==> config.mk <==
export PLATFORM = sky130hd
export DESIGN_NAME = scx_call_exec
export DESIGN_NICKNAME = d
export VERILOG_FILES = /design/src/rtl/scx_call_exec.v /design/src/rtl/scx_qphase.v
export VERILOG_INCLUDE_DIRS = /design/src /design/src/common
export SDC_FILE = /design/constraint.sdc
export NUM_CORES = 1
export LEC_CHECK = 0
export BUFFER_PORTS_ARGS = -buffer_cell sky130_fd_sc_hd__buf_2
export CORE_MARGIN = 2
export CORE_UTILIZATION = 30
export DETAILED_ROUTE_END_ITERATION = 10
export RECOVER_POWER = 100
export SYNTH_ARGS = -nofsm -noshare
export SYNTH_HDL_FRONTEND = slang
export SYNTH_SLANG_ARGS = --single-unit
==> constraint.sdc <==
create_clock -name mclk -period 4.64 [get_ports mclk]
set_input_delay 0.232 -clock mclk [delete_from_list [all_inputs] [get_ports mclk]]
set_output_delay 0.232 -clock mclk [all_outputs]
set_load 0.03 [all_outputs]
==> src/common/scx_defines.vh <==
// constants for the long subroutine-call execution block
// assumes 16-bit instruction words and a 21-bit byte program counter
`ifndef SCX_DEFINES_VH
`define SCX_DEFINES_VH
`define SCX_OP1_HI 15
`define SCX_OP1_LO 9
`define SCX_OP1_VAL 7'h76
`define SCX_SAVE_BIT 8
`define SCX_K_LO_HI 7
`define SCX_OP2_HI 15
`define SCX_OP2_LO 12
`define SCX_OP2_VAL 4'hf
`define SCX_K_HI_HI 11
`define SCX_PC_W 21
`define SCX_RET_OFS 21'h000004
`define SCX_ZERO_PC 21'h000000
`define SCX_ZERO_BYTE 8'h00
`define SCX_Q1 2'h0
`define SCX_Q2 2'h1
`define SCX_Q3 2'h2
`define SCX_Q4 2'h3
`endif

==> src/rtl/scx_call_exec.v <==
// execution of the two-word long subroutine call
// assumes the fetch unit presents the current word for a whole instruction cycle
`timescale 1ns/1ps
`include "scx_defines.vh"
// Functional notes
// - call is two words: 1110110s k7..0, then 1111 k19..8
// - 20-bit word target reaches the whole 2-Mbyte space
// - push program counter plus 4 before the counter changes
// - save flag set copies working, flags, bank-select into shadows
// - save flag clear leaves all shadows unchanged
// - target loads counter bits 20..1, bit 0 forced zero
// - two cycles: decode, read, push, read, write; second cycle idle
module scx_call_exec (
  input wire mclk,
  input wire rst,
  input wire clkEn,
  input wire [15:0] instrWord,
  input wire [15:0] nextWord,
  input wire [20:0] programCounter,
  input wire [7:0] workingReg,
  input wire [7:0] flagsReg,
  input wire [7:0] bankSelectRegister,
  output wire [1:0] phase,
  output reg stackPush_q,
  output reg [20:0] returnAddr_q,
  output reg pcLoad_q,
  output reg [20:0] pcTarget_q,
  output reg [7:0] workingShadow_q,
  output reg [7:0] flagsShadow_q,
  output reg [7:0] bankSelectShadow_q,
  output reg callBusy_q,
  output reg badSecondWord_q
);
  // call sequencing: one state per instruction cycle of the call
  localparam [1:0] CS_IDLE = 2'b00;
  localparam [1:0] CS_FIRST = 2'b01;
  localparam [1:0] CS_SECOND = 2'b10;

  reg [1:0] callState_q;
  reg [1:0] callState_d;
  reg save_q;
  reg save_d;
  reg [7:0] kLow_q;
  reg [7:0] kLow_d;
  wire firstOk;
  wire secondOk;
  wire phaseQ1;
  wire phaseQ2;
  wire phaseQ3;
  wire phaseQ4;
  wire inIdle;
  wire inFirst;
  wire takeCall;
  wire pushNow;
  wire loadNow;
  wire copyNow;
  wire [20:0] returnAddr_d;
  wire [20:0] pcTarget_d;

  // opcode match on the first word of the pair
  function isFirstWord;
    input [15:0] word;
    begin
      isFirstWord = word[`SCX_OP1_HI:`SCX_OP1_LO] == `SCX_OP1_VAL;
    end
  endfunction

  // prefix match on the second word
  function isSecondWord;
    input [15:0] word;
    begin
      isSecondWord = word[`SCX_OP2_HI:`SCX_OP2_LO] == `SCX_OP2_VAL;
    end
  endfunction

  // word target to byte address, so the result is always even
  function [20:0] byteTarget;
    input [11:0] kHigh;
    input [7:0] kLowPart;
    begin
      byteTarget = {kHigh, kLowPart, 1'b0};
    end
  endfunction

  // address of the instruction after both call words
  function [20:0] returnOf;
    input [20:0] callAddr;
    begin
      returnOf = callAddr + `SCX_RET_OFS;
    end
  endfunction

  scx_qphase uPhase (
    .mclk(mclk),
    .rst(rst),
    .clkEn(clkEn),
    .phase_q(phase)
  );

  assign phaseQ1 = phase == `SCX_Q1;
  assign phaseQ2 = phase == `SCX_Q2;
  assign phaseQ3 = phase == `SCX_Q3;
  assign phaseQ4 = phase == `SCX_Q4;

  assign firstOk = isFirstWord(instrWord);
  assign secondOk = isSecondWord(nextWord);
  assign inIdle = callState_q == CS_IDLE;
  assign inFirst = callState_q == CS_FIRST;

  // a call word seen in Q1 of the dead second cycle is not taken
  assign takeCall = inIdle && phaseQ1 && firstOk;
  assign pushNow = inFirst && phaseQ2;
  assign loadNow = inFirst && phaseQ3;
  assign copyNow = pushNow && save_q;

  assign returnAddr_d = returnOf(programCounter);
  assign pcTarget_d = byteTarget(nextWord[`SCX_K_HI_HI:0], kLow_q);

  always @* begin
    callState_d = callState_q;
    case (callState_q)
      CS_IDLE: begin
        if (takeCall) begin
          callState_d = CS_FIRST;
        end
      end
      CS_FIRST: begin
        if (phaseQ4) begin
          callState_d = CS_SECOND;
        end
      end
      CS_SECOND: begin
        if (phaseQ4) begin
          callState_d = CS_IDLE;
        end
      end
      default: begin
        callState_d = CS_IDLE;
      end
    endcase
  end

  always @* begin
    save_d = save_q;
    kLow_d = kLow_q;
    if (takeCall) begin
      save_d = instrWord[`SCX_SAVE_BIT];
    end
    if (pushNow) begin
      kLow_d = instrWord[`SCX_K_LO_HI:0];
    end
  end

  // busy covers the whole second instruction cycle, Q1 to Q4
  always @(posedge mclk) begin
    if (rst) begin
      callState_q <= CS_IDLE;
      callBusy_q <= 1'b0;
    end else if (clkEn) begin
      callState_q <= callState_d;
      callBusy_q <= callState_d == CS_SECOND;
    end
  end

  always @(posedge mclk) begin
    if (rst) begin
      save_q <= 1'b0;
      kLow_q <= `SCX_ZERO_BYTE;
    end else if (clkEn) begin
      save_q <= save_d;
      kLow_q <= kLow_d;
    end
  end

  // push goes out a phase ahead of the load, so the stack sees the old counter
  always @(posedge mclk) begin
    if (rst) begin
      stackPush_q <= 1'b0;
      returnAddr_q <= `SCX_ZERO_PC;
    end else if (clkEn) begin
      stackPush_q <= pushNow;
      if (pushNow) begin
        returnAddr_q <= returnAddr_d;
      end
    end
  end

  always @(posedge mclk) begin
    if (rst) begin
      pcLoad_q <= 1'b0;
      pcTarget_q <= `SCX_ZERO_PC;
    end else if (clkEn) begin
      pcLoad_q <= loadNow;
      if (loadNow) begin
        pcTarget_q <= pcTarget_d;
      end
    end
  end

  // diagnostic only: the target is still loaded from a bad second word
  always @(posedge mclk) begin
    if (rst) begin
      badSecondWord_q <= 1'b0;
    end else if (clkEn) begin
      if (loadNow) begin
        badSecondWord_q <= !secondOk;
      end else if (takeCall) begin
        badSecondWord_q <= 1'b0;
      end
    end
  end

  // shadows are written only here; the live flags are never written back
  always @(posedge mclk) begin
    if (rst) begin
      workingShadow_q <= `SCX_ZERO_BYTE;
    end else if (clkEn) begin
      if (copyNow) begin
        workingShadow_q <= workingReg;
      end
    end
  end

  always @(posedge mclk) begin
    if (rst) begin
      flagsShadow_q <= `SCX_ZERO_BYTE;
    end else if (clkEn) begin
      if (copyNow) begin
        flagsShadow_q <= flagsReg;
      end
    end
  end

  always @(posedge mclk) begin
    if (rst) begin
      bankSelectShadow_q <= `SCX_ZERO_BYTE;
    end else if (clkEn) begin
      if (copyNow) begin
        bankSelectShadow_q <= bankSelectRegister;
      end
    end
  end
endmodule // scx_call_exec

==> src/rtl/scx_qphase.v <==
// four-phase instruction-cycle sequencer
// assumes one phase per enabled mclk edge
`timescale 1ns/1ps
`include "scx_defines.vh"
module scx_qphase (
  input wire mclk,
  input wire rst,
  input wire clkEn,
  output reg [1:0] phase_q
);
  always @(posedge mclk) begin
    if (rst) begin
      phase_q <= `SCX_Q1;
    end else if (clkEn) begin
      phase_q <= phase_q + 2'h1;
    end
  end
endmodule // scx_qphase

==> results.sh, run 1 <==
export IMPL_yosysSeqAreaShare=0.4949
export IMPL_clkLatencyLatePin_ns=0.35
export IMPL_synth_main_ff_cell="dfxtp_1"
export IMPL_post_route_period_util=0.6626
export IMPL_rsz0062_at_grt="no"
export IMPL_coreArea_um2=10790
export IMPL_cts_made_buffers=9
export IMPL_clk_pin_slew_ns=0.08
export IMPL_clock_sinks=82
export IMPL_fmax_mhz=325.2
export IMPL_path_cells="clkbuf_1 -> clkbuf_1 -> a41o_1 -> o32ai_1"
export IMPL_start_kind="input port"
export IMPL_viasPerCell=4.660
export IMPL_start_util=0.3073
export IMPL_min_from="nextWord[1]"
export IMPL_num_rows=38
export IMPL_slew_viol_final=54
export IMPL_nets=628
export IMPL_critical_path_top_delay_family="buffers and inverters"
export IMPL_htreeDepth=3
export IMPL_powerDensity_nw_per_um2=331.0
export IMPL_rr_startpoint="uPhase.phase_q[0]$_SDFFE_PP0P_"
export IMPL_cp_slowest_cell="clkbuf_1"
export IMPL_synth_top_area_frac=0.4949
export IMPL_cts_setup_buffers=0
export IMPL_drc=0
export IMPL_grt_max_degree=54
export IMPL_io_pins=152
export IMPL_fin_crit_ns=3.075
export IMPL_worstSetupEndpointType="flop"
export IMPL_violations="max-capacitance violations, max-slew violations"
export IMPL_wl_met3_um=766
export IMPL_cp_num_buf_inv=2
export IMPL_hold_buffers=0
export IMPL_syn2layout_area_growth_pct=29.08
export IMPL_critPathKind="input port to flop"
export IMPL_finalSetupViolations=0
export IMPL_root_buffer="clkbuf_8"
export IMPL_max_slew_margin_rel=-0.5441
export IMPL_yosys_top_cells_area="dfxtp_1 49%, nand2_1 13%, a21oi_1 8.8%"
export IMPL_grt_pass1_vias=2809
export IMPL_cp_startpoint="rst"
export IMPL_cp_max_fo=53
export IMPL_wl_per_cell_um=12.74
export IMPL_ir_drop_mv=0.1130
export IMPL_yosysTopAreaCell="dfxtp_1"
export IMPL_syn_nets=494
export IMPL_hold_viol_final=0
export IMPL_synth_cell_types=41
export IMPL_grt_pass1_wl_mm=13.35
export IMPL_critPathMostFrequentCell="clkbuf_1"
export IMPL_postSynth_asyncResetShare=0
export IMPL_antenna_found_initial=0
export IMPL_gp_congestion=0.7359
export IMPL_tns_ns=0
export IMPL_cts_buffer_depth=2
export IMPL_grt_overflow=0
export IMPL_syn_inst=409
export IMPL_netlist_area_um2=3317
export IMPL_layout_drive_gt1_share=0.1807
export IMPL_worst_pin_slew_ns=2.316
export IMPL_antenna_left=0
export IMPL_synth_edf_count=0
export IMPL_post_cts_resized=0
export IMPL_cap_violations=1
export IMPL_required_ns=4.83
export IMPL_hp_class="input port to flop"
export IMPL_n_antenna_cell=0
export IMPL_syn_area_per_cell_um2=8.110
export IMPL_cts_tree="yes"
export IMPL_status="finished with violations"
export IMPL_clock_skew_final_ns=0.009161
export IMPL_dp_hpwl_mm=6.319
export IMPL_die_y_um=109.2
export IMPL_first_pass_iters=4
export IMPL_routed_wl_mm=8.768
export IMPL_cellLeakagePower_nw=1.489
export IMPL_slowest_delay_ns=1.61
export IMPL_vias=3206
export IMPL_drt_met1_wl_mm=3.996
export IMPL_n_fill_cell=1176
export IMPL_synth_warning_count=0
export IMPL_highest_layer="met4"
export IMPL_drtIter0Drc=226
export IMPL_wl_met2_mm=3.944
export IMPL_die_x_um=109.2
export IMPL_synth_seq_cells=82
export IMPL_finish_utilization=0.3967
export IMPL_port_buffer_count=150
export IMPL_crit_arrival_ns=3.26
export IMPL_grt_usage=0.1436
export IMPL_dieArea_um2=11910
## registers in the layout (all words and copies together), names as in the netlist
| signal | cells |
|---|---|
| callState_q | 2 |
| pcTarget_q | 20 |
| flagsShadow_q | 8 |
| workingShadow_q | 8 |
| stackPush_q | 1 |
| bankSelectShadow_q | 8 |
| badSecondWord_q | 1 |
| uPhase.phase_q | 2 |
| callBusy_q | 1 |
| returnAddr_q | 21 |
| save_q | 1 |
| kLow_q | 8 |
| pcLoad_q | 1 |
## metal layers
| metal | GRT usage | vias up |
|---|---|---|
| met1 | 0.1771 | 1444 |
| met5 | 0 | - |
| met4 | 0.04945 | 0 |
| li1 | - | 1650 |
| met3 | 0.04961 | 7 |
| met2 | 0.2325 | 105 |
## tightest hold or removal path: stages
cell	delay [ns]
buf_2	0.09
nand2_1	0.04
a21oi_1	0.05
## layout by cell type, fill, tap and decap left out, types with 2 or more instances in the layout
cell type,count
clkinvlp_4,3
nor4_1,6
mux2i_1,3
nand3_1,6
or3_1,5
ha_1,5
dfxtp_1,82
nand2_1,117
nor3_1,4
bufinv_16,3
inv_1,7
o21ai_0,3
a311oi_1,2
buf_2,78
a211oi_1,16
nand3_2,2
clkbuf_1,73
nand4_1,5
nand2b_1,2
a21oi_1,58
clkbuf_8,9
nor2_1,27
xnor2_1,13
## area by class of cell
type / count / area (um^2) / area share
Clock buffer: 9 / 123.9 / 0.02893
Clock inverter: 7 / 117.6 / 0.02747
Inverter: 7 / 26.28 / 0.006137
Multi-Input combinational cell: 292 / 1533 / 0.3580
Sequential cell: 82 / 1642 / 0.3834
Tap cell: 140 / 175.2 / 0.04091
Timing Repair Buffer: 151 / 664.4 / 0.1552
## logic make-up after synthesis
logic type	share of synthesized area
AO/OA/AOI/OAI	0.1528
AND/OR/NAND/NOR	0.2444
buffers and inverters	0.04187
adder cells (fa/ha/maj)	0.01886
XOR/XNOR	0.03697
other	0.001131
multiplexers	0.009054
flip-flops	0.4949
## per-stage QoR
step           hold WS (ns)  area (um^2)  std cells  setup slack, ns  power [mW]
2_1_floorplan        0.3277         3317        409            2.724      0.7650
3_3_place_gp         0.4369         4139        672            2.051      0.8155
3_5_place_dp         0.4435         4139        672            1.912      0.8180
4_1_cts             0.08711         4380        688            1.890       1.445
5_1_grt             0.08689         4282        688            1.236       1.479
6_report             0.1131         4282        688            1.565       1.417
## final timing paths
path	depth (start not counted)	to	slack (ns)
max	4	badSecondWord_q$_SDFFE_PP0P_	1.57
min	3	pcTarget_q[10]$_SDFFE_PP0P_	0.11
max reg2reg	5	bankSelectShadow_q[5]$_SDFFE_PP0P_	1.92
min reg2reg	2	pcTarget_q[5]$_SDFFE_PP0P_	0.45
## where the power goes
part           internal (mW)  switching [mW]  leakage (nW)
Clock                  0.356           0.262         0.111
Sequential             0.705         0.00272         0.661
Combinational         0.0388          0.0524         0.717
Total                   1.10           0.317          1.49
## Yosys cell counts (all sizes together) (4+ instances only)
| cell | count |
|---|---|
| xnor2 | 13 |
| ha | 5 |
| nand2 | 117 |
| nor3 | 4 |
| nand4 | 6 |
| inv | 7 |
| buf | 6 |
| nand3 | 8 |
| dfxtp | 82 |
| nor2 | 27 |
| a21oi | 58 |
| or3 | 6 |
| clkbuf | 22 |
| a211oi | 16 |
| nor4 | 6 |
No activity file was read; power rests on OpenSTA's default activity.
==> run 2, diff against run 1 <==
==> constraint.sdc (replaced) <==
create_clock -name mclk -period 2.95 [get_ports mclk]
set_input_delay 0.1475 -clock mclk [delete_from_list [all_inputs] [get_ports mclk]]
set_output_delay 0.1475 -clock mclk [all_outputs]
set_load 0.03 [all_outputs]
==> run 2 against run 1 <==
  * The flow now finishes without violations
  * Power grew 46%
  * Setup slack lost 0.72 ns
  * Sequential power grew 57%
  * Combinational power grew 60%
  * Clock skew shrank 0.0012 ns
  * Routed wire length grew 0.46%
  * Die area is the same
  * Register-to-register slack lost 1.1 ns
  * Critical endpoint is now bankSelectShadow_q[5]$_SDFFE_PP0P_
==> results.sh, run 2 (same netlist as run 1, synthesis figures left out) <==
export IMPL_grt_overflow=0
export IMPL_rr_startpoint="uPhase.phase_q[0]$_SDFFE_PP0P_"
export IMPL_syn2layout_area_growth_pct=28.86
export IMPL_hold_viol_final=0
export IMPL_clkPwrFrac=0.393
export IMPL_grt_pass1_wl_mm=13.25
export IMPL_powerDensity_nw_per_um2=485.4
export IMPL_crit_arrival_ns=2.39
export IMPL_drtIter0Drc=153
export IMPL_final_cells=692
export IMPL_dp_hpwl_mm=6.410
export IMPL_cp_startpoint="uPhase.phase_q[0]$_SDFFE_PP0P_"
export IMPL_worst_pin_slew_ns=1.137
export IMPL_antenna_left=0
export IMPL_grt_pass1_vias=2911
export IMPL_io_pins=152
export IMPL_n_antenna_cell=0
export IMPL_finish_utilization=0.3960
export IMPL_crit_path_end="bankSelectShadow_q[5]$_SDFFE_PP0P_"
export IMPL_cap_violations=0
export IMPL_dp_cells=674
export IMPL_cp_max_fo=24
export IMPL_htreeDepth=3
export IMPL_grt_max_degree=50
export IMPL_vias=3199
export IMPL_pwr_share_comb=0.070
export IMPL_rr_endpoint="bankSelectShadow_q[5]$_SDFFE_PP0P_"
export IMPL_cellLeakagePower_nw=1.497
export IMPL_seq_power_share=0.537
export IMPL_tns_ns=0
export IMPL_largest_reg_flops=21
export IMPL_root_buffer="clkbuf_8"
export IMPL_nets=632
export IMPL_clkLatencyLatePin_ns=0.35
export IMPL_post_route_period_util=0.7137
export IMPL_fin_ws_ns=0.8447
export IMPL_gp_congestion=0.7714
export IMPL_die_y_um=109.2
export IMPL_antenna_found_initial=0
export IMPL_required_ns=3.24
export IMPL_fmax_mhz=475.0
export IMPL_switching_share=0.2343
export IMPL_clock_sinks=82
export IMPL_coreArea_um2=10790
export IMPL_start_kind="flop"
export IMPL_cts_buffer_depth=2
export IMPL_worstSetupEndpointType="flop"
export IMPL_first_pass_iters=5
export IMPL_max_slew_margin_rel=0.2418
export IMPL_clk_pin_slew_ns=0.08
export IMPL_die_x_um=109.2
export IMPL_rsz0062_at_grt="no"
export IMPL_port_buffer_count=150
export IMPL_cts_tree="yes"
export IMPL_grt_usage=0.1434
export IMPL_reg2reg_depth=5
export IMPL_slew_viol_final=0
export IMPL_drc=0
export IMPL_ir_drop_mv=0.1758
export IMPL_finalSetupViolations=0
export IMPL_reg_largest_list="returnAddr_q x21, pcTarget_q x20"
export IMPL_power_switching_uw=486.1
export IMPL_critPathKind="flop to flop"
export IMPL_hp_class="input port to flop"
export IMPL_num_rows=38
export IMPL_post_cts_resized=0
export IMPL_layout_drive_gt1_share=0.1830
export IMPL_fin_crit_ns=2.105
export IMPL_final_cell_mix="117 x nand2_1, 82 x dfxtp_1, 79 x buf_2, 73 x clkbuf_1, 58 x a21oi_1"
export IMPL_start_util=0.3073
export IMPL_cts_setup_buffers=0
export IMPL_routed_wl_mm=8.808
export IMPL_layout_commonest_cell="nand2_1"
export IMPL_dp_slack_ns=0.9733
export IMPL_top_register="returnAddr_q"
export IMPL_status="complete, no violations"
export IMPL_ff2ff_setup_slack_ns=0.84
export IMPL_fin_worst_hold_slack_ns=0.02170
export IMPL_wl_per_cell_um=12.73
export IMPL_viasPerCell=4.623
export IMPL_intPower_mw=1.588
export IMPL_dieArea_um2=11910
export IMPL_clock_skew_final_ns=0.007945
export IMPL_cts_made_buffers=9
## run 2: changes by cell type in the layout (fill, tap and decap cells not counted), sizes merged
cell | before | now
buf | 78 | 81
bufinv | 3 | 1
clkbuf | 82 | 84
clkinvlp | 3 | 1
dlygate4sd3 | 0 | 2
clkinv | 1 | 2
## run 2: per-stage QoR
| step | instance area, um^2 | power, mW |
|---|---|---|
| 2_1_floorplan | 3317 | 1.203 |
| 6_report | 4274 | 2.074 |
| 5_1_grt | 4274 | 2.169 |
| 3_5_place_dp | 4154 | 1.286 |
| 4_1_cts | 4360 | 2.115 |
| 3_3_place_gp | 4154 | 1.283 |
## run 2: how the worst min path moves through the flow
stage / from / to / slack (ns) / depth (start not counted)
4_1_cts: workingReg[4] / workingShadow_q[4]$_SDFFE_PP0P_ / 0.0007 / 3
3_3_place_gp: workingReg[5] / workingShadow_q[5]$_SDFFE_PP0P_ / 0.39 / 3
6_report: instrWord[5] / kLow_q[5]$_SDFFE_PP0P_ / 0.02 / 3
3_5_place_dp: flagsReg[4] / flagsShadow_q[4]$_SDFFE_PP0P_ / 0.40 / 3
2_1_floorplan: programCounter[2] / returnAddr_q[2]$_SDFFE_PP0P_ / 0.24 / 1
5_1_grt: flagsReg[3] / flagsShadow_q[3]$_SDFFE_PP0P_ / 0.01 / 3
## run 2: final cells by class
cell class	count	area, um^2
inverter	7	26.28
timing repair buffer	155	701.9
fill	1144	6519
clock inverter	4	51.30
tap	140	175.2
multi-input combinational	292	1533
clock buffer	12	145.1
sequential	82	1642
## run 2: power by group through the flow
| stage | clock, mW | sequential (mW) | combinational [mW] |
|---|---|---|---|
| after global placement | 0 | 1.14 | 0.144 |
| after floorplan | 0 | 1.15 | 0.0572 |
| final | 0.816 | 1.11 | 0.146 |
| after CTS | 0.853 | 1.11 | 0.148 |
| after global routing | 0.893 | 1.11 | 0.161 |
| after detailed placement | 0 | 1.14 | 0.146 |
## run 2: routing by layer
layer | share of wire | track usage
met5 | 0 | 0
met1 | 0.44 | 0.1705
met4 | 0.012 | 0.04945
met2 | 0.45 | 0.2334
met3 | 0.091 | 0.05858
## run 2: what timing repair did
action / in CTS / in global routing
setup endpoints to repair: 0 / 0
endpoints found under the hold margin: 1 / 1
hold buffers: 1 / 1
## run 2: worst max-delay path, stage by stage (launching register included)
cell and delay (ns):
dfxtp_1 0.42, ha_1 0.20, and4b_2 0.24, and2_0 0.88
nand2_1 0.12, a21oi_1 0.17
